[config.mk]
export PLATFORM = sky130hd
export DESIGN_NAME = cctc_timer
export DESIGN_NICKNAME = d
export VERILOG_FILES = /design/src/design/cctc_pkg.sv /design/src/design/cctc_edge_det.sv /design/src/design/cctc_timer.sv
export SDC_FILE = /design/constraint.sdc
export NUM_CORES = 1
export LEC_CHECK = 0
export BUFFER_PORTS_ARGS = -buffer_cell sky130_fd_sc_hd__buf_2
export CORE_MARGIN = 2
export CORE_UTILIZATION = 35
export CTS_CLUSTER_SIZE = 40
export DETAILED_ROUTE_END_ITERATION = 8
export GPL_TIMING_DRIVEN = 1
export PLACE_DENSITY = 0.61
export SKIP_LAST_GASP = 1
export SLEW_MARGIN = 20
export SYNTH_ARGS = -nofsm -noshare
export SYNTH_HDL_FRONTEND = slang
export SYNTH_SLANG_ARGS = --single-unit
[constraint.sdc]
create_clock -name clk_in -period 3.1 [get_ports clk_in]
set_clock_uncertainty 0.15 [all_clocks]
set_input_delay 0.31 -clock clk_in [delete_from_list [all_inputs] [get_ports clk_in]]
set_output_delay 0.31 -clock clk_in [all_outputs]
set_load 0.02 [all_outputs]
[src/design/cctc_pkg.sv]
/*
 * constants for the capture/compare timer core: register indices, field
 * positions, reset values and option codes.
 * assumes a register port with a 4-bit word index and 16-bit data.
 */
package cctc_pkg;
	// register indices on the register port
	localparam logic [3:0] A_CTRL = 4'h0;
	localparam logic [3:0] A_MODE = 4'h1;
	localparam logic [3:0] A_IOC0 = 4'h2;
	localparam logic [3:0] A_IOC1 = 4'h3;
	localparam logic [3:0] A_IEN = 4'h4;
	localparam logic [3:0] A_STAT = 4'h5;
	localparam logic [3:0] A_CNT = 4'h6;
	localparam logic [3:0] A_GRA = 4'h7;
	localparam logic [3:0] A_GRB = 4'h8;
	localparam logic [3:0] A_GRC = 4'h9;
	localparam logic [3:0] A_GRD = 4'ha;
	// reset values and counter limits
	localparam logic [15:0] CNT_RESET = 16'h0000;
	localparam logic [15:0] GR_RESET = 16'hffff;
	localparam logic [15:0] CNT_MAX = 16'hffff;
	localparam logic [15:0] CNT_ONE = 16'h0001;
	// field positions
	localparam int CTRL_CLR_BIT = 3;
	localparam int WRAP_BIT = 4;
	localparam int IOC_STRIDE = 4;
	localparam int IOC_CAP_BIT = 2;
	// count source codes
	localparam logic [2:0] CKS_STOP = 3'h0;
	localparam logic [2:0] CKS_DIV1 = 3'h1;
	localparam logic [2:0] CKS_DIV2 = 3'h2;
	localparam logic [2:0] CKS_DIV4 = 3'h3;
	localparam logic [2:0] CKS_DIV8 = 3'h4;
	localparam logic [2:0] CKS_EXT = 3'h5;
	// compare output actions
	localparam logic [1:0] ACT_NONE = 2'h0;
	localparam logic [1:0] ACT_LOW = 2'h1;
	localparam logic [1:0] ACT_HIGH = 2'h2;
	localparam logic [1:0] ACT_TOGGLE = 2'h3;
	// capture edge selection
	localparam logic [1:0] EDGE_RISE = 2'h0;
	localparam logic [1:0] EDGE_FALL = 2'h1;
endpackage : cctc_pkg

[src/design/cctc_edge_det.sv]
/*
 * edge detector for one synchronous input: rising, falling or both.
 * assumes the input is already synchronous to clk_in.
 */
module cctc_edge_det
(
	// clock and reset
	input wire logic clk_in,
	input wire logic reset_in,
	input wire logic clk_en_in,
	// level and selection
	input wire logic level_in,
	input wire logic [1:0] sel_in,
	// one-cycle detection pulse
	output logic hit_out
);
	typedef struct packed {
		logic primed;
		logic prev;
		logic hit;
	} cctc_edge_state_t;

	cctc_edge_state_t s_r;
	cctc_edge_state_t s_nxt;
	logic rise;
	logic fall;

	// no edge in the first cycle after reset: the old level is unknown
	assign rise = s_r.primed && !s_r.prev && level_in;
	assign fall = s_r.primed && s_r.prev && !level_in;

	always_comb
	begin
		s_nxt = s_r;
		s_nxt.primed = 1'b1;
		s_nxt.prev = level_in;
		if (sel_in == cctc_pkg::EDGE_RISE)
			s_nxt.hit = rise;
		else if (sel_in == cctc_pkg::EDGE_FALL)
			s_nxt.hit = fall;
		else
			s_nxt.hit = rise || fall;
	end

	always_ff @(posedge clk_in)
	begin
		if (reset_in)
			s_r <= '0;
		else if (clk_en_in)
			s_r <= s_nxt;
	end

	assign hit_out = s_r.hit;
endmodule : cctc_edge_det

[src/design/cctc_timer.sv]
/*
 * 16-bit capture/compare timer with four general registers.
 * assumes a one-cycle register port and inputs synchronous to clk_in.
 */
// Summary of operation
// - counter is a 16-bit up-counter, readable and writable
// - three-bit count source field picks the increment source
// - with clear enabled, compare match A resets counter to zero
// - counter wrap from all ones to zero sets the wrap flag
// - wrap raises interrupt only when its enable bit is set
// - reset loads counter with zero
// - each general register is compare or capture, per io control
// - compare mode: equality sets match flag, interrupt if enabled
// - each compare match drives a selectable output action
// - capture edge stores counter in general register, sets flag
// - capture raises interrupt only when its enable bit is set
// - buffer enables make C and D buffers for A and B
// - buffered compare: match copies buffer into its register
// - buffered capture: counter into register, old value to buffer
// - reset sets all general registers to all ones
// - capture on rising, falling or both edges per channel
// - clearing on match A with value N gives period N plus one
module cctc_timer
(
	// clock, reset, enable
	input wire logic clk_in,
	input wire logic reset_in,
	input wire logic clk_en_in,
	// register port
	input wire logic [3:0] addr_in,
	input wire logic [15:0] wr_data_in,
	input wire logic wr_in,
	input wire logic rd_in,
	output logic [15:0] rd_data_out,
	// pins
	input wire logic [3:0] capture_in,
	input wire logic ext_count_in,
	output logic [3:0] compare_out,
	output logic irq_out
);
	typedef struct packed {
		logic [15:0] cnt;
		logic [3:0][15:0] gr;
		logic [2:0] cks;
		logic clr_en;
		logic [1:0] buf_en;
		logic [3:0][2:0] ioc;
		logic [3:0] match_ie;
		logic wrap_ie;
		logic [3:0] match_flag;
		logic wrap_flag;
		logic [2:0] pre;
		logic [3:0] pin;
		logic irq;
		logic [15:0] rdata;
	} cctc_state_t;

	cctc_state_t s_r;
	cctc_state_t s_nxt;
	logic [4:0] hit_w;
	logic [3:0] match_w;
	logic [3:0] capture_w;
	logic [3:0] own_w;
	logic tick;
	logic sw_cnt_wr;

	function automatic logic is_capture(input logic [2:0] ioc);
		is_capture = ioc[cctc_pkg::IOC_CAP_BIT];
	endfunction : is_capture

	function automatic logic count_tick(input logic [2:0] cks, input logic [2:0] pre,
		input logic ext);
		case (cks)
			cctc_pkg::CKS_DIV1: count_tick = 1'b1;
			cctc_pkg::CKS_DIV2: count_tick = pre[0];
			cctc_pkg::CKS_DIV4: count_tick = &pre[1:0];
			cctc_pkg::CKS_DIV8: count_tick = &pre;
			cctc_pkg::CKS_EXT: count_tick = ext;
			default: count_tick = 1'b0;
		endcase
	endfunction : count_tick

	// prescaler runs freely so a source change takes effect at once
	assign tick = count_tick(s_r.cks, s_r.pre, hit_w[4]);
	assign sw_cnt_wr = wr_in && addr_in == cctc_pkg::A_CNT;

	genvar g;
	generate
		for (g = 0; g < 5; g++)
		begin : g_edge
			logic [1:0] sel;
			logic lvl;
			if (g < 4)
			begin : g_cap
				assign sel = s_r.ioc[g][1:0];
				assign lvl = capture_in[g];
			end
			else
			begin : g_ext
				assign sel = cctc_pkg::EDGE_RISE;
				assign lvl = ext_count_in;
			end
			cctc_edge_det u_edge
			(
				.clk_in(clk_in),
				.reset_in(reset_in),
				.clk_en_in(clk_en_in),
				.level_in(lvl),
				.sel_in(sel),
				.hit_out(hit_w[g])
			);
		end
		for (g = 0; g < 4; g++)
		begin : g_chan
			// a buffering register gives up its own compare and capture
			if (g < 2)
			begin : g_main
				assign own_w[g] = 1'b1;
			end
			else
			begin : g_buf
				assign own_w[g] = !s_r.buf_en[g - 2];
			end
			// match counts once per count step, not while stopped
			assign match_w[g] = own_w[g] && !is_capture(s_r.ioc[g]) && tick
				&& s_r.cnt == s_r.gr[g];
			assign capture_w[g] = own_w[g] && is_capture(s_r.ioc[g]) && hit_w[g];
		end
	endgenerate

	always_comb
	begin
		s_nxt = s_r;
		s_nxt.pre = s_r.pre + 3'h1;
		s_nxt.rdata = '0;
		// counter
		if (tick)
		begin
			if (s_r.clr_en && match_w[0])
				s_nxt.cnt = cctc_pkg::CNT_RESET;
			else
				s_nxt.cnt = s_r.cnt + cctc_pkg::CNT_ONE;
			if (s_r.cnt == cctc_pkg::CNT_MAX)
				s_nxt.wrap_flag = 1'b1;
		end
		// clearing: a 0 written to a status bit clears it
		if (wr_in && addr_in == cctc_pkg::A_STAT)
		begin
			s_nxt.match_flag = s_r.match_flag & wr_data_in[3:0];
			s_nxt.wrap_flag = (s_r.wrap_flag && wr_data_in[cctc_pkg::WRAP_BIT])
				|| (tick && s_r.cnt == cctc_pkg::CNT_MAX);
		end
		// channel events; set wins over a clear in the same cycle
		for (int i = 0; i < 4; i++)
		begin
			if (match_w[i])
			begin
				s_nxt.match_flag[i] = 1'b1;
				case (s_r.ioc[i][1:0])
					cctc_pkg::ACT_LOW: s_nxt.pin[i] = 1'b0;
					cctc_pkg::ACT_HIGH: s_nxt.pin[i] = 1'b1;
					cctc_pkg::ACT_TOGGLE: s_nxt.pin[i] = !s_r.pin[i];
					default: s_nxt.pin[i] = s_r.pin[i];
				endcase
			end
			if (capture_w[i])
			begin
				s_nxt.gr[i] = s_r.cnt;
				s_nxt.match_flag[i] = 1'b1;
			end
		end
		// buffer moves for A/C and B/D
		for (int j = 0; j < 2; j++)
		begin
			if (s_r.buf_en[j] && match_w[j])
				s_nxt.gr[j] = s_r.gr[j + 2];
			if (s_r.buf_en[j] && capture_w[j])
				s_nxt.gr[j + 2] = s_r.gr[j];
		end
		// software writes win over hardware updates of the same register
		if (wr_in)
		begin
			case (addr_in)
				cctc_pkg::A_CTRL:
				begin
					s_nxt.cks = wr_data_in[2:0];
					s_nxt.clr_en = wr_data_in[cctc_pkg::CTRL_CLR_BIT];
				end
				cctc_pkg::A_MODE: s_nxt.buf_en = wr_data_in[1:0];
				cctc_pkg::A_IOC0:
				begin
					s_nxt.ioc[0] = wr_data_in[2:0];
					s_nxt.ioc[1] = wr_data_in[cctc_pkg::IOC_STRIDE +: 3];
				end
				cctc_pkg::A_IOC1:
				begin
					s_nxt.ioc[2] = wr_data_in[2:0];
					s_nxt.ioc[3] = wr_data_in[cctc_pkg::IOC_STRIDE +: 3];
				end
				cctc_pkg::A_IEN:
				begin
					s_nxt.match_ie = wr_data_in[3:0];
					s_nxt.wrap_ie = wr_data_in[cctc_pkg::WRAP_BIT];
				end
				cctc_pkg::A_CNT: s_nxt.cnt = wr_data_in;
				default:
				begin
					if (addr_in >= cctc_pkg::A_GRA && addr_in <= cctc_pkg::A_GRD)
						s_nxt.gr[2'(addr_in - cctc_pkg::A_GRA)] = wr_data_in;
				end
			endcase
		end
		// read data stand in the following cycle only
		if (rd_in)
		begin
			case (addr_in)
				cctc_pkg::A_CTRL: s_nxt.rdata = {12'h000, s_r.clr_en, s_r.cks};
				cctc_pkg::A_MODE: s_nxt.rdata = {14'h0000, s_r.buf_en};
				cctc_pkg::A_IOC0: s_nxt.rdata = {9'h000, s_r.ioc[1], 1'b0, s_r.ioc[0]};
				cctc_pkg::A_IOC1: s_nxt.rdata = {9'h000, s_r.ioc[3], 1'b0, s_r.ioc[2]};
				cctc_pkg::A_IEN: s_nxt.rdata = {11'h000, s_r.wrap_ie, s_r.match_ie};
				cctc_pkg::A_STAT: s_nxt.rdata = {11'h000, s_r.wrap_flag, s_r.match_flag};
				cctc_pkg::A_CNT: s_nxt.rdata = s_r.cnt;
				default:
				begin
					if (addr_in >= cctc_pkg::A_GRA && addr_in <= cctc_pkg::A_GRD)
						s_nxt.rdata = s_r.gr[2'(addr_in - cctc_pkg::A_GRA)];
				end
			endcase
		end
		// level request while any enabled flag is set
		s_nxt.irq = |(s_nxt.match_flag & s_nxt.match_ie)
			|| (s_nxt.wrap_flag && s_nxt.wrap_ie);
	end

	always_ff @(posedge clk_in)
	begin
		if (reset_in)
		begin
			s_r <= '0;
			s_r.cnt <= cctc_pkg::CNT_RESET;
			s_r.gr <= {4{cctc_pkg::GR_RESET}};
		end
		else if (clk_en_in)
			s_r <= s_nxt;
	end

	assign rd_data_out = s_r.rdata;
	assign compare_out = s_r.pin;
	assign irq_out = s_r.irq;
endmodule : cctc_timer

==> impl_table.tex, run 1 <==
\begin{tabular}{lr}
\hline
Metric & Value \\
\hline
\multicolumn{2}{l}{\textbf{Layout}} \\
Post-route core utilization & 0.393 \\
Total Nets Final & 1,296 \\
Layout cells sized above 1 & 0.160 \\
Leading cell type in the layout, fill and taps excluded & sky130\_fd\_sc\_hd\_\_dfxtp\_1 \\
Final cell count without fillers & 1,652 \\
Antenna cell count & 0 \\
Leading cell types in the layout, fill and taps excluded & sky130\_fd\_sc\_hd\_\_dfxtp\_1, sky130\_fd\_sc\_hd\_\_nand2\_1, sky130\_fd\_sc\_hd\_\_a21oi\_1 \\
Fin area & 11,300 um2 \\
Area Growth Syn to Fin & 9.96\% \\
\multicolumn{2}{l}{\textbf{Routing}} \\
Vias per inst & 6.23 \\
Detailed-route wire length & 39.2 mm \\
Total iterations of the first detailed-routing run & 6 \\
Drc violations & 0 \\
Count of antenna-violating nets left after detailed routing & 0 \\
Iter 0 DRT Violations & 1,417 \\
Routed length per instance & 23.7 um \\
Total number of vias & 10,300 \\
\multicolumn{2}{l}{\textbf{CTS}} \\
TritonCTS clock tree & built \\
Number of resized instances in the post-cts repair step & 0 \\
TritonCTS Buffers & 17 \\
Root buffer cell & sky130\_fd\_sc\_hd\_\_clkbuf\_16 \\
Clock transition at the register clock pins on the worst setup and hold paths after CTS & 0.07 ns \\
Worst-skew pair later-pin latency & 0.43 ns \\
Sinks on Clock Net & 143 \\
H-tree level count & 4 \\
Max clock buf depth & 2 \\
\multicolumn{2}{l}{\textbf{Timing}} \\
Final-report setup violation count & 0 \\
Final cycle utilization of the critical path & 0.922 \\
Setup repair after global routing missed its margin & false \\
Total count of hold-check failures in the final report & 0 \\
Final-layout setup total negative slack & 0 ns \\
Relative max-transition margin & 0.230 \\
Highest achievable clock rate & 0.350 GHz \\
Fin crit period & 2.86 ns \\
Worst Max-Slew Pin Slew & 1.16 ns \\
Final number of max-transition violations & 0 \\
\multicolumn{2}{l}{\textbf{Critical path}} \\
CP arrival & 2.99 ns \\
Kind of start point of the critical path & flop \\
Worst Path Required & 3.23 ns \\
Type of element capturing the critical path & flop \\
Crit path launch & s\_r[131]\$\_SDFFE\_PP0P\_ \\
Largest fanout on the critical path & 16 \\
Category of the critical setup timing path & reg -> reg \\
Launching point of the worst reg2reg path & s\_r[131]\$\_SDFFE\_PP0P\_ \\
\multicolumn{2}{l}{\textbf{Die}} \\
Initial Util & 0.357 \\
Floorplan Core Area & 28,800 um2 \\
Die Y & 175 um \\
Number of top-level pins & 51 \\
Die width & 175 um \\
FP Rows & 62 \\
Die footprint & 30,800 um2 \\
\multicolumn{2}{l}{\textbf{Power and ir drop}} \\
Final total power & 4.78 mW \\
Static leakage & 4.28 nW \\
Pwr/cell area & 422 nW/um2 \\
Peak VDD IR & 0.339 mV \\
\multicolumn{2}{l}{\textbf{Logic synthesis}} \\
Number of different library cells in the post-synthesis netlist & 76 \\
Post-synthesis instance area & 10,300 um2 \\
Total number of yosys warnings & 0 \\
Share of async-settable or async-resettable flops after synthesis & 0 \\
Synthesized instance count & 1,294 \\
Average instance area after synthesis & 7.95 um2 \\
Main synth FF type & sky130\_fd\_sc\_hd\_\_dfxtp\_1 \\
Number of nets produced by synthesis & 1,335 \\
Post-synthesis sequential area ratio & 0.278 \\
Post-synthesis register bit count & 143 \\
Number of flops mapped to enable cells by yosys & 0 \\
\multicolumn{2}{l}{\textbf{Hold path}} \\
Startpoint of the tightest hold check path & capture\_in[0] \\
Hold Crit Class & in -> reg \\
\multicolumn{2}{l}{\textbf{Global routing}} \\
Pin count of the biggest net entering global routing & 56 \\
Global-route wire length before repair & 59.3 mm \\
Aggregate global routing overflow & 0 \\
Overall fraction of global-route tracks in use & 0.252 \\
Initial antenna violation count & 1 \\
Vias in the first global route & 9,432 \\
\multicolumn{2}{l}{\textbf{Placement}} \\
Half-perimeter wire length after detailed placement & 27.0 mm \\
Number of I/O port buffers & 50 \\
Gpl congestion & 0.941 \\
Count of placed standard cells including taps & 1,619 \\
DP Area & 10,700 um2 \\
\multicolumn{2}{l}{\textbf{Flow run}} \\
Max-cap viol count & 0 \\
\multicolumn{2}{l}{\textbf{Run status}} \\
Outcome & completed \\
\hline
\end{tabular}
synth_stat cells, types with 8 or more instances:
| library cell | count | area, um2 |
|---|---|---|
| sky130_fd_sc_hd__dfxtp_1 | 143 | 2860 |
| sky130_fd_sc_hd__nand2_1 | 142 | 533 |
| sky130_fd_sc_hd__a21oi_1 | 112 | 561 |
| sky130_fd_sc_hd__nor2_1 | 98 | 368 |
| sky130_fd_sc_hd__clkbuf_1 | 94 | 353 |
| sky130_fd_sc_hd__xor2_1 | 48 | 420 |
| sky130_fd_sc_hd__nor3_1 | 46 | 230 |
| sky130_fd_sc_hd__a31oi_1 | 43 | 269 |
| sky130_fd_sc_hd__mux2i_1 | 42 | 420 |
| sky130_fd_sc_hd__a22oi_1 | 34 | 255 |
| sky130_fd_sc_hd__a211o_1 | 32 | 280 |
| sky130_fd_sc_hd__a211oi_1 | 32 | 240 |
| sky130_fd_sc_hd__nand3_1 | 32 | 160 |
| sky130_fd_sc_hd__o21ai_0 | 30 | 150 |
| sky130_fd_sc_hd__buf_2 | 28 | 140 |
| sky130_fd_sc_hd__buf_4 | 24 | 180 |
| sky130_fd_sc_hd__xnor2_1 | 24 | 210 |
| sky130_fd_sc_hd__nor3b_1 | 20 | 150 |
| sky130_fd_sc_hd__nor4_1 | 19 | 119 |
| sky130_fd_sc_hd__nand4_1 | 18 | 113 |
| sky130_fd_sc_hd__nor2b_1 | 17 | 106 |
| sky130_fd_sc_hd__mux2_2 | 16 | 180 |
| sky130_fd_sc_hd__mux4_2 | 16 | 360 |
| sky130_fd_sc_hd__a22o_1 | 15 | 131 |
| sky130_fd_sc_hd__inv_1 | 12 | 45.0 |
| sky130_fd_sc_hd__ha_1 | 11 | 138 |
| sky130_fd_sc_hd__o21ai_2 | 11 | 96.3 |
| sky130_fd_sc_hd__a31oi_2 | 10 | 125 |
| sky130_fd_sc_hd__and3_1 | 8 | 50.1 |
| sky130_fd_sc_hd__buf_6 | 8 | 90.1 |
| sky130_fd_sc_hd__or3_1 | 8 | 50.1 |
report_power, final:
| group | switching, mW | internal [mW] |
|---|---|---|
| Sequential | 0.0846 | 1.89 |
| Clock | 0.977 | 1.23 |
| Combinational | 0.364 | 0.229 |
through the flow:
step	hold slack, ns	worst slack (ns)
6_report	0.0231	0.240
2_1_floorplan	0.291	0.255
5_1_grt	0.0506	0.156
4_1_cts	0.0133	0.281
3_3_place_gp	0.307	0.371
3_5_place_dp	0.325	0.287
sequential cells by signal (all words and copies together) (netlist names):
register               count
g_edge.u_edge.s_r          6
rd_data_out               16
g_edge.sel                 8
compare_out                4
s_r                      103
irq_out                    1
g_edge.u_edge.hit_out      5
worst max-delay path: stages (launching register included):
cell,delay (ns)
sky130_fd_sc_hd__dfxtp_1,0.78
sky130_fd_sc_hd__xnor2_1,0.25
sky130_fd_sc_hd__nand4_1,0.19
sky130_fd_sc_hd__nor4_4,0.47
sky130_fd_sc_hd__nand3_4,0.46
sky130_fd_sc_hd__mux2i_1,0.30
sky130_fd_sc_hd__a31oi_1,0.10
timing repair:
action / in CTS / in global routing
hold buffers: 1 / 0
hold endpoints to repair: 1 / 0
setup buffers: 0 / 0
final timing paths:
path	end	slack, ns	cells past startpoint
setup / recovery	s_r[54]$_SDFFE_PP1P_	0.24	6
setup reg to reg	s_r[54]$_SDFFE_PP1P_	0.24	6
hold reg to reg	g_edge[4].u_edge.hit_out$_SDFFE_PP0P_	0.33	2
hold / removal	g_edge[0].u_edge.s_r[1]$_SDFFE_PP0P_	0.02	3
per-layer routing:
metal | vias to the layer above | track usage | wire, um
li1 | 4640 | - | -
met1 | 5018 | 0.359 | 17400
met2 | 545 | 0.382 | 17200
met3 | 81 | 0.0489 | 3560
met4 | 2 | 0.0785 | 988
met5 | - | 0 | 8
kinds of logic (layout without fill, tap and decap cells):
logic type / Yosys count / after routing / synth area share
flip-flops: 143 / 143 / 0.278
AO/OA/AOI/OAI: 376 / 376 / 0.255
multiplexers: 74 / 74 / 0.0935
AND/OR/NAND/NOR: 444 / 444 / 0.213
buffers and inverters: 173 / 147 / 0.0829
adder cells (fa/ha/maj): 11 / 11 / 0.0134
XOR/XNOR: 73 / 73 / 0.0629
final cells by class:
type	count	area, um2
Inverter	13	50.0
Clock buffer	17	425
Multi-Input combinational cell	978	6580
Tap cell	384	480
Sequential cell	143	2860
Clock inverter	15	195
Timing Repair Buffer	102	711
Fill cell	2912	17500
Note: power is estimated with default switching activity, not from simulation.
==> inputs of run 2 (changes only) <==
--- a/config.mk
+++ b/config.mk
@@ -8,6 +8,8 @@
 export BUFFER_PORTS_ARGS = -buffer_cell sky130_fd_sc_hd__buf_2
 export CORE_MARGIN = 2
 export CORE_UTILIZATION = 35
+export CTS_BUF_LIST = sky130_fd_sc_hd__clkbuf_8
+export CTS_CLUSTER_DIAMETER = 100
 export CTS_CLUSTER_SIZE = 40
 export DETAILED_ROUTE_END_ITERATION = 8
 export GPL_TIMING_DRIVEN = 1
==> run 2 against run 1 <==
Against the previous run: the run now ends with DRC left; fmax is 0.14% lower; via count decreased by 0.57%; final area shrank 0.81%; combinational power is 2% higher; total power down 11%; count of clock-buffer cells in the layout unchanged; worst hold slack worse by 0.00060 ns.
==> impl_table.tex, run 2 (synthesis results as in run 1) <==
\begin{tabular}{lr}
\hline
Metric & Value \\
\hline
\multicolumn{2}{l}{\textbf{Layout}} \\
Post-route core utilization & 0.390 \\
Leading cell types in the layout, fill and taps excluded & sky130\_fd\_sc\_hd\_\_dfxtp\_1, sky130\_fd\_sc\_hd\_\_nand2\_1, sky130\_fd\_sc\_hd\_\_a21oi\_1 \\
Max reg flops & 103 \\
Top reg by flops & s\_r \\
Total Nets Final & 1,306 \\
Leading cell type in the layout, fill and taps excluded & sky130\_fd\_sc\_hd\_\_dfxtp\_1 \\
Final cell count without fillers & 1,662 \\
Antenna cell count & 0 \\
Footprint of the multi-input gates & 6580 um2 \\
Layout cells sized above 1 & 0.159 \\
Storage element area & 2860 um2 \\
Area Growth Syn to Fin & 9.07\% \\
Number of inserted filler cells in the final layout & 2,931 \\
\multicolumn{2}{l}{\textbf{Global routing}} \\
Vias in the first global route & 9,434 \\
Global-route wire length before repair & 59.3 mm \\
Pin count of the biggest net entering global routing & 56 \\
Aggregate global routing overflow & 0 \\
Initial antenna violation count & 1 \\
Overall fraction of global-route tracks in use & 0.252 \\
\multicolumn{2}{l}{\textbf{Die}} \\
Initial Util & 0.357 \\
Die width & 175 um \\
Die footprint & 30,800 um2 \\
Number of top-level pins & 51 \\
FP Rows & 62 \\
Die Y & 175 um \\
Floorplan Core Area & 28,800 um2 \\
\multicolumn{2}{l}{\textbf{CTS}} \\
Root buffer cell & sky130\_fd\_sc\_hd\_\_clkbuf\_8 \\
Number of resized instances in the post-cts repair step & 0 \\
Clock transition at the register clock pins on the worst setup and hold paths after CTS & 0.10 ns \\
Max clock buf depth & 2 \\
TritonCTS Buffers & 17 \\
H-tree level count & 4 \\
TritonCTS clock tree & built \\
Worst-skew pair later-pin latency & 0.49 ns \\
Sinks on Clock Net & 143 \\
\multicolumn{2}{l}{\textbf{Power and ir drop}} \\
Peak VDD IR & 0.232 mV \\
Static leakage & 4.24 nW \\
Proportion of total power due to net switching & 0.321 \\
NetSw & 1.37 mW \\
Internal power summed over all cells & 2.89 mW \\
Pwr/cell area & 379 nW/um2 \\
Relative contribution of the clock network to total power & 0.394 \\
Proportion of power drawn by combinational gates & 0.142 \\
Fraction of power consumed by sequential logic & 0.464 \\
\multicolumn{2}{l}{\textbf{Routing}} \\
Drc violations & 2 \\
Routed wl met3 & 3.59 mm \\
Iter 0 DRT Violations & 1,482 \\
Detailed-routed wire length on met2 & 17.4 mm \\
Total iterations of the first detailed-routing run & 8 \\
Vias per inst & 6.15 \\
Count of antenna-violating nets left after detailed routing & 0 \\
Total number of vias & 10,200 \\
Highest signal layer in the routed design & met5 \\
Detailed-route wire length & 39.2 mm \\
Routed length per instance & 23.6 um \\
Met1 wire length & 17.3 mm \\
\multicolumn{2}{l}{\textbf{Run status}} \\
Violations in the final reports & DRC \\
Outcome & finished, violations left \\
\multicolumn{2}{l}{\textbf{Critical path}} \\
CP top delay family & simple AND/OR/NAND/NOR gates \\
Number of buffer and inverter instances along the worst setup path & 0 \\
Worst Path Required & 3.28 ns \\
CP arrival & 3.04 ns \\
Largest fanout on the critical path & 16 \\
Cell with the biggest individual delay on the critical path & sky130\_fd\_sc\_hd\_\_dfxtp\_1 \\
Launching point of the worst reg2reg path & s\_r[131]\$\_SDFFE\_PP0P\_ \\
Critical Path Sink & s\_r[53]\$\_SDFFE\_PP1P\_ \\
Critical-path cell list & xnor2\_1 -> nand4\_1 -> nor4\_4 -> nand3\_4 -> mux2i\_1 -> a31oi\_1 \\
Reg-to-reg slack, setup & 0.24 ns \\
Kind of start point of the critical path & flop \\
Crit path launch & s\_r[131]\$\_SDFFE\_PP0P\_ \\
End of the worst register-to-register path & s\_r[53]\$\_SDFFE\_PP1P\_ \\
Category of the critical setup timing path & reg -> reg \\
Worst Reg-to-Reg Cells & 6 \\
Type of element capturing the critical path & flop \\
Largest stage delay, worst path & 0.79 ns \\
Total number of cells along the worst setup path & 6 \\
\multicolumn{2}{l}{\textbf{Placement}} \\
Gpl congestion & 0.941 \\
Worst slack at placement & 0.287 ns \\
Number of I/O port buffers & 50 \\
Count of placed standard cells including taps & 1,619 \\
Half-perimeter wire length after detailed placement & 27.0 mm \\
\multicolumn{2}{l}{\textbf{Timing}} \\
Final number of max-transition violations & 0 \\
Final cycle utilization of the critical path & 0.924 \\
Final-layout setup total negative slack & 0 ns \\
Highest achievable clock rate & 0.349 GHz \\
Setup repair after global routing missed its margin & false \\
Fin crit period & 2.86 ns \\
Worst Max-Slew Pin Slew & 1.15 ns \\
Total count of hold-check failures in the final report & 0 \\
Final Worst Setup Slack & 0.236 ns \\
Final-report setup violation count & 0 \\
Relative max-transition margin & 0.231 \\
\multicolumn{2}{l}{\textbf{Flow run}} \\
Max-cap viol count & 0 \\
\multicolumn{2}{l}{\textbf{Hold path}} \\
Hold Crit Class & in -> reg \\
\hline
\end{tabular}
[run 2: changes by cell type in the layout (fill, tap and decap cells not counted)]
cell                            change
sky130_fd_sc_hd__dlygate4sd3_1     +10
sky130_fd_sc_hd__clkbuf_16         -17
sky130_fd_sc_hd__clkbuf_8          +17
[run 2: worst register-to-register path, delay by kind of cell (launching register included)]
kind             cells  cell delay, ns
AND/OR/NAND/NOR      3            1.12
flip-flops           1            0.79
multiplexers         1            0.31
XOR/XNOR             1            0.25
AO/OA/AOI/OAI        1            0.10
[run 2: final cells by class]
cell class,count,area share
multi-input cells,978,0.587
repair buffers,112,0.0723
clock buffers,17,0.0209
well taps,384,0.0428
inverters,13,0.00446
clock inverters,15,0.0174
flip-flops and latches,143,0.255
[run 2: layer usage]
layer | GRT usage | up-vias
li1 | - | 4660
met1 | 0.360 | 4967
met2 | 0.384 | 529
met3 | 0.0481 | 69
met4 | 0.0740 | 2
met5 | 0 | -
[run 2: power by group through the flow]
| stage | combinational, mW | clock (mW) | sequential (mW) |
|---|---|---|---|
| after floorplan | 0.407 | 0 | 1.98 |
| after global routing | 0.648 | 1.77 | 1.98 |
| after CTS | 0.594 | 1.69 | 1.97 |
| after detailed placement | 0.580 | 0 | 2.01 |
| final | 0.604 | 1.68 | 1.97 |
| after global placement | 0.575 | 0 | 2.01 |
[run 2: worst min-delay path by stage]
stage                                           from                               endpoint  slack (ns)  cells past startpoint
6_report                              wr_data_in[13]                   s_r[65]$_SDFFE_PP1P_        0.02                      3
2_1_floorplan  g_edge[4].u_edge.hit_out$_SDFFE_PP0P_  g_edge[4].u_edge.hit_out$_SDFFE_PP0P_        0.29                      2
3_3_place_gp   g_edge[4].u_edge.hit_out$_SDFFE_PP0P_  g_edge[4].u_edge.hit_out$_SDFFE_PP0P_        0.31                      2
3_5_place_dp   g_edge[4].u_edge.hit_out$_SDFFE_PP0P_  g_edge[4].u_edge.hit_out$_SDFFE_PP0P_        0.32                      2
5_1_grt                                wr_data_in[9]                   s_r[77]$_SDFFE_PP1P_        0.01                      3
4_1_cts                               wr_data_in[13]                   s_r[65]$_SDFFE_PP1P_       0.002                      3
[run 2: repair_timing]
item,in CTS,in global routing
setup buffers,0,0
endpoints found under the hold margin,12,0
hold buffers,11,0
[run 2: metrics by stage]
step / hold WS, ns / total power, mW / cell area (um2)
2_1_floorplan: 0.291 / 2.38 / 10300
3_3_place_gp: 0.307 / 2.59 / 10700
3_5_place_dp: 0.325 / 2.59 / 10700
4_1_cts: 0.00157 / 4.26 / 11200
5_1_grt: 0.0130 / 4.39 / 11200
6_report: 0.0225 / 4.25 / 11200
==> inputs of run 3 (changes only) <==
--- a/config.mk
+++ b/config.mk
@@ -14,6 +14,7 @@
 export DETAILED_ROUTE_END_ITERATION = 8
 export GPL_TIMING_DRIVEN = 1
 export PLACE_DENSITY = 0.61
+export RECOVER_POWER = 100
 export SKIP_LAST_GASP = 1
 export SLEW_MARGIN = 20
 export SYNTH_ARGS = -nofsm -noshare
==> run 3 against run 2 <==
Against the previous run: the flow now finishes without violations; first-iteration DRC count up 3.4%; count of clock-buffer cells in the layout unchanged; global-route usage unchanged; die area did not move; sequential power hardly changed; register-to-register slack improved by 0.02 ns; final area down 0.78%; non-clock buffer count stayed put.
==> impl_table.tex, run 3 (synthesis results as in run 1) <==
\begin{tabular}{lr}
\hline
Metric & Value \\
\hline
\multicolumn{2}{l}{\textbf{Timing}} \\
Relative max-transition margin & 0.200 \\
Final-report setup violation count & 0 \\
Final cycle utilization of the critical path & 0.916 \\
Highest achievable clock rate & 0.352 GHz \\
Final-layout setup total negative slack & 0 ns \\
Final number of max-transition violations & 0 \\
Final Worst Setup Slack & 0.260 ns \\
Worst Max-Slew Pin Slew & 1.20 ns \\
Setup repair after global routing missed its margin & false \\
Fin crit period & 2.84 ns \\
Total count of hold-check failures in the final report & 0 \\
\multicolumn{2}{l}{\textbf{CTS}} \\
H-tree level count & 4 \\
TritonCTS Buffers & 17 \\
Max clock buf depth & 2 \\
Sinks on Clock Net & 143 \\
Setup Buffers After CTS & 0 \\
Worst-skew pair later-pin latency & 0.49 ns \\
Root buffer cell & sky130\_fd\_sc\_hd\_\_clkbuf\_8 \\
TritonCTS clock tree & built \\
Clock transition at the register clock pins on the worst setup and hold paths after CTS & 0.10 ns \\
\multicolumn{2}{l}{\textbf{Layout}} \\
Layout cells sized above 1 & 0.135 \\
Top reg by flops & s\_r \\
Total Nets Final & 1,306 \\
Area Growth Syn to Fin & 8.21\% \\
Max reg flops & 103 \\
Final cell count without fillers & 1,662 \\
Leading cell type in the layout, fill and taps excluded & sky130\_fd\_sc\_hd\_\_dfxtp\_1 \\
Antenna cell count & 0 \\
Leading cell types in the layout, fill and taps excluded & sky130\_fd\_sc\_hd\_\_dfxtp\_1, sky130\_fd\_sc\_hd\_\_nand2\_1, sky130\_fd\_sc\_hd\_\_a21oi\_1 \\
\multicolumn{2}{l}{\textbf{Critical path}} \\
Reg-to-reg slack, setup & 0.26 ns \\
Critical-path cell list & xnor2\_1 -> nand4\_1 -> nor4\_4 -> nand3\_4 -> mux2i\_1 -> a31oi\_1 \\
Cell with the biggest individual delay on the critical path & sky130\_fd\_sc\_hd\_\_dfxtp\_1 \\
Type of element capturing the critical path & flop \\
CP top delay family & simple AND/OR/NAND/NOR gates \\
Largest fanout on the critical path & 16 \\
Largest stage delay, worst path & 0.77 ns \\
Kind of start point of the critical path & flop \\
Crit path launch & s\_r[131]\$\_SDFFE\_PP0P\_ \\
Category of the critical setup timing path & reg -> reg \\
Number of buffer and inverter instances along the worst setup path & 0 \\
Worst Path Required & 3.28 ns \\
CP arrival & 3.02 ns \\
Launching point of the worst reg2reg path & s\_r[131]\$\_SDFFE\_PP0P\_ \\
\multicolumn{2}{l}{\textbf{Power and ir drop}} \\
NetSw & 1.37 mW \\
Proportion of total power due to net switching & 0.322 \\
Peak VDD IR & 0.235 mV \\
Static leakage & 4.11 nW \\
Internal power summed over all cells & 2.88 mW \\
Proportion of power drawn by combinational gates & 0.141 \\
Fraction of power consumed by sequential logic & 0.465 \\
Final total power & 4.25 mW \\
Pwr/cell area & 382 nW/um2 \\
Relative contribution of the clock network to total power & 0.395 \\
\multicolumn{2}{l}{\textbf{Routing}} \\
Vias per inst & 6.22 \\
Count of antenna-violating nets left after detailed routing & 0 \\
Routed length per instance & 23.6 um \\
Drc violations & 0 \\
Total iterations of the first detailed-routing run & 8 \\
Iter 0 DRT Violations & 1,532 \\
Total number of vias & 10,300 \\
Detailed-route wire length & 39.3 mm \\
\multicolumn{2}{l}{\textbf{Die}} \\
FP Rows & 62 \\
Floorplan Core Area & 28,800 um2 \\
Initial Util & 0.357 \\
Die width & 175 um \\
Die footprint & 30,800 um2 \\
Die Y & 175 um \\
Number of top-level pins & 51 \\
\multicolumn{2}{l}{\textbf{Global routing}} \\
Vias in the first global route & 9,434 \\
Aggregate global routing overflow & 0 \\
Pin count of the biggest net entering global routing & 56 \\
Overall fraction of global-route tracks in use & 0.252 \\
Global-route wire length before repair & 59.3 mm \\
Initial antenna violation count & 1 \\
\multicolumn{2}{l}{\textbf{Placement}} \\
Number of I/O port buffers & 50 \\
Worst slack at placement & 0.287 ns \\
Half-perimeter wire length after detailed placement & 27.0 mm \\
Count of placed standard cells including taps & 1,619 \\
Gpl congestion & 0.941 \\
\multicolumn{2}{l}{\textbf{Run status}} \\
Outcome & completed \\
\multicolumn{2}{l}{\textbf{Hold path}} \\
Hold Crit Class & in -> reg \\
Startpoint of the tightest hold check path & wr\_data\_in[13] \\
\multicolumn{2}{l}{\textbf{Flow run}} \\
Max-cap viol count & 0 \\
\hline
\end{tabular}
run 3: cell count changes in the layout (fill, tap and decap cells not counted), sizes merged:
cell    previous run  this run
buf              101        70
clkbuf            17        48
run 3: per-layer routing:
layer  part of all wire  global-route usage  routed length (um)  up-vias
li1                   -                   -                   -     4655
met1               0.45               0.360               17500     5023
met2               0.44               0.384               17100      566
met3              0.092              0.0481                3630       95
met4              0.026              0.0740                1030        2
met5            0.00018                   0                   7        -
run 3: worst paths after layout:
check                                          end  cells after the start
min reg2reg  g_edge[4].u_edge.hit_out$_SDFFE_PP0P_                      2
max reg2reg                   s_r[54]$_SDFFE_PP1P_                      6
min                           s_r[65]$_SDFFE_PP1P_                      3
max                           s_r[54]$_SDFFE_PP1P_                      6
run 3: cell type report:
class	instances	area, um2
Fill cell	2955	17700
Multi-Input combinational cell	978	6560
Sequential cell	143	2860
Timing Repair Buffer	112	744
Tap cell	384	480
Clock buffer	17	234
Clock inverter	15	195
Inverter	13	50.0
run 3: repair_timing:
item | CTS | global route
hold buffers | 11 | 0
resized for setup | 0 | 0
endpoints found under the hold margin | 12 | 0
run 3: metrics by stage:
stage | area (um2) | utilization | hold slack (ns)
floorplan | 10300 | - | 0.291
global placement | 10700 | 0.371 | 0.307
detailed placement | 10700 | 0.371 | 0.325
CTS | 11200 | 0.390 | 0.00157
global route | 11100 | 0.387 | 0.0130
finish | 11100 | 0.387 | 0.0176
run 3: worst min-delay path, cell delays in order:
cell and delay [ns]:
sky130_fd_sc_hd__buf_2 0.16, sky130_fd_sc_hd__nand2_1 0.07, sky130_fd_sc_hd__a31oi_1 0.07
run 3: power groups by stage:
stage	logic (mW)	clock network [mW]	registers (mW)
floorplan	0.407	0	1.98
global placement	0.575	0	2.01
detailed placement	0.580	0	2.01
CTS	0.594	1.69	1.97
global route	0.641	1.77	1.98
finish	0.598	1.68	1.97
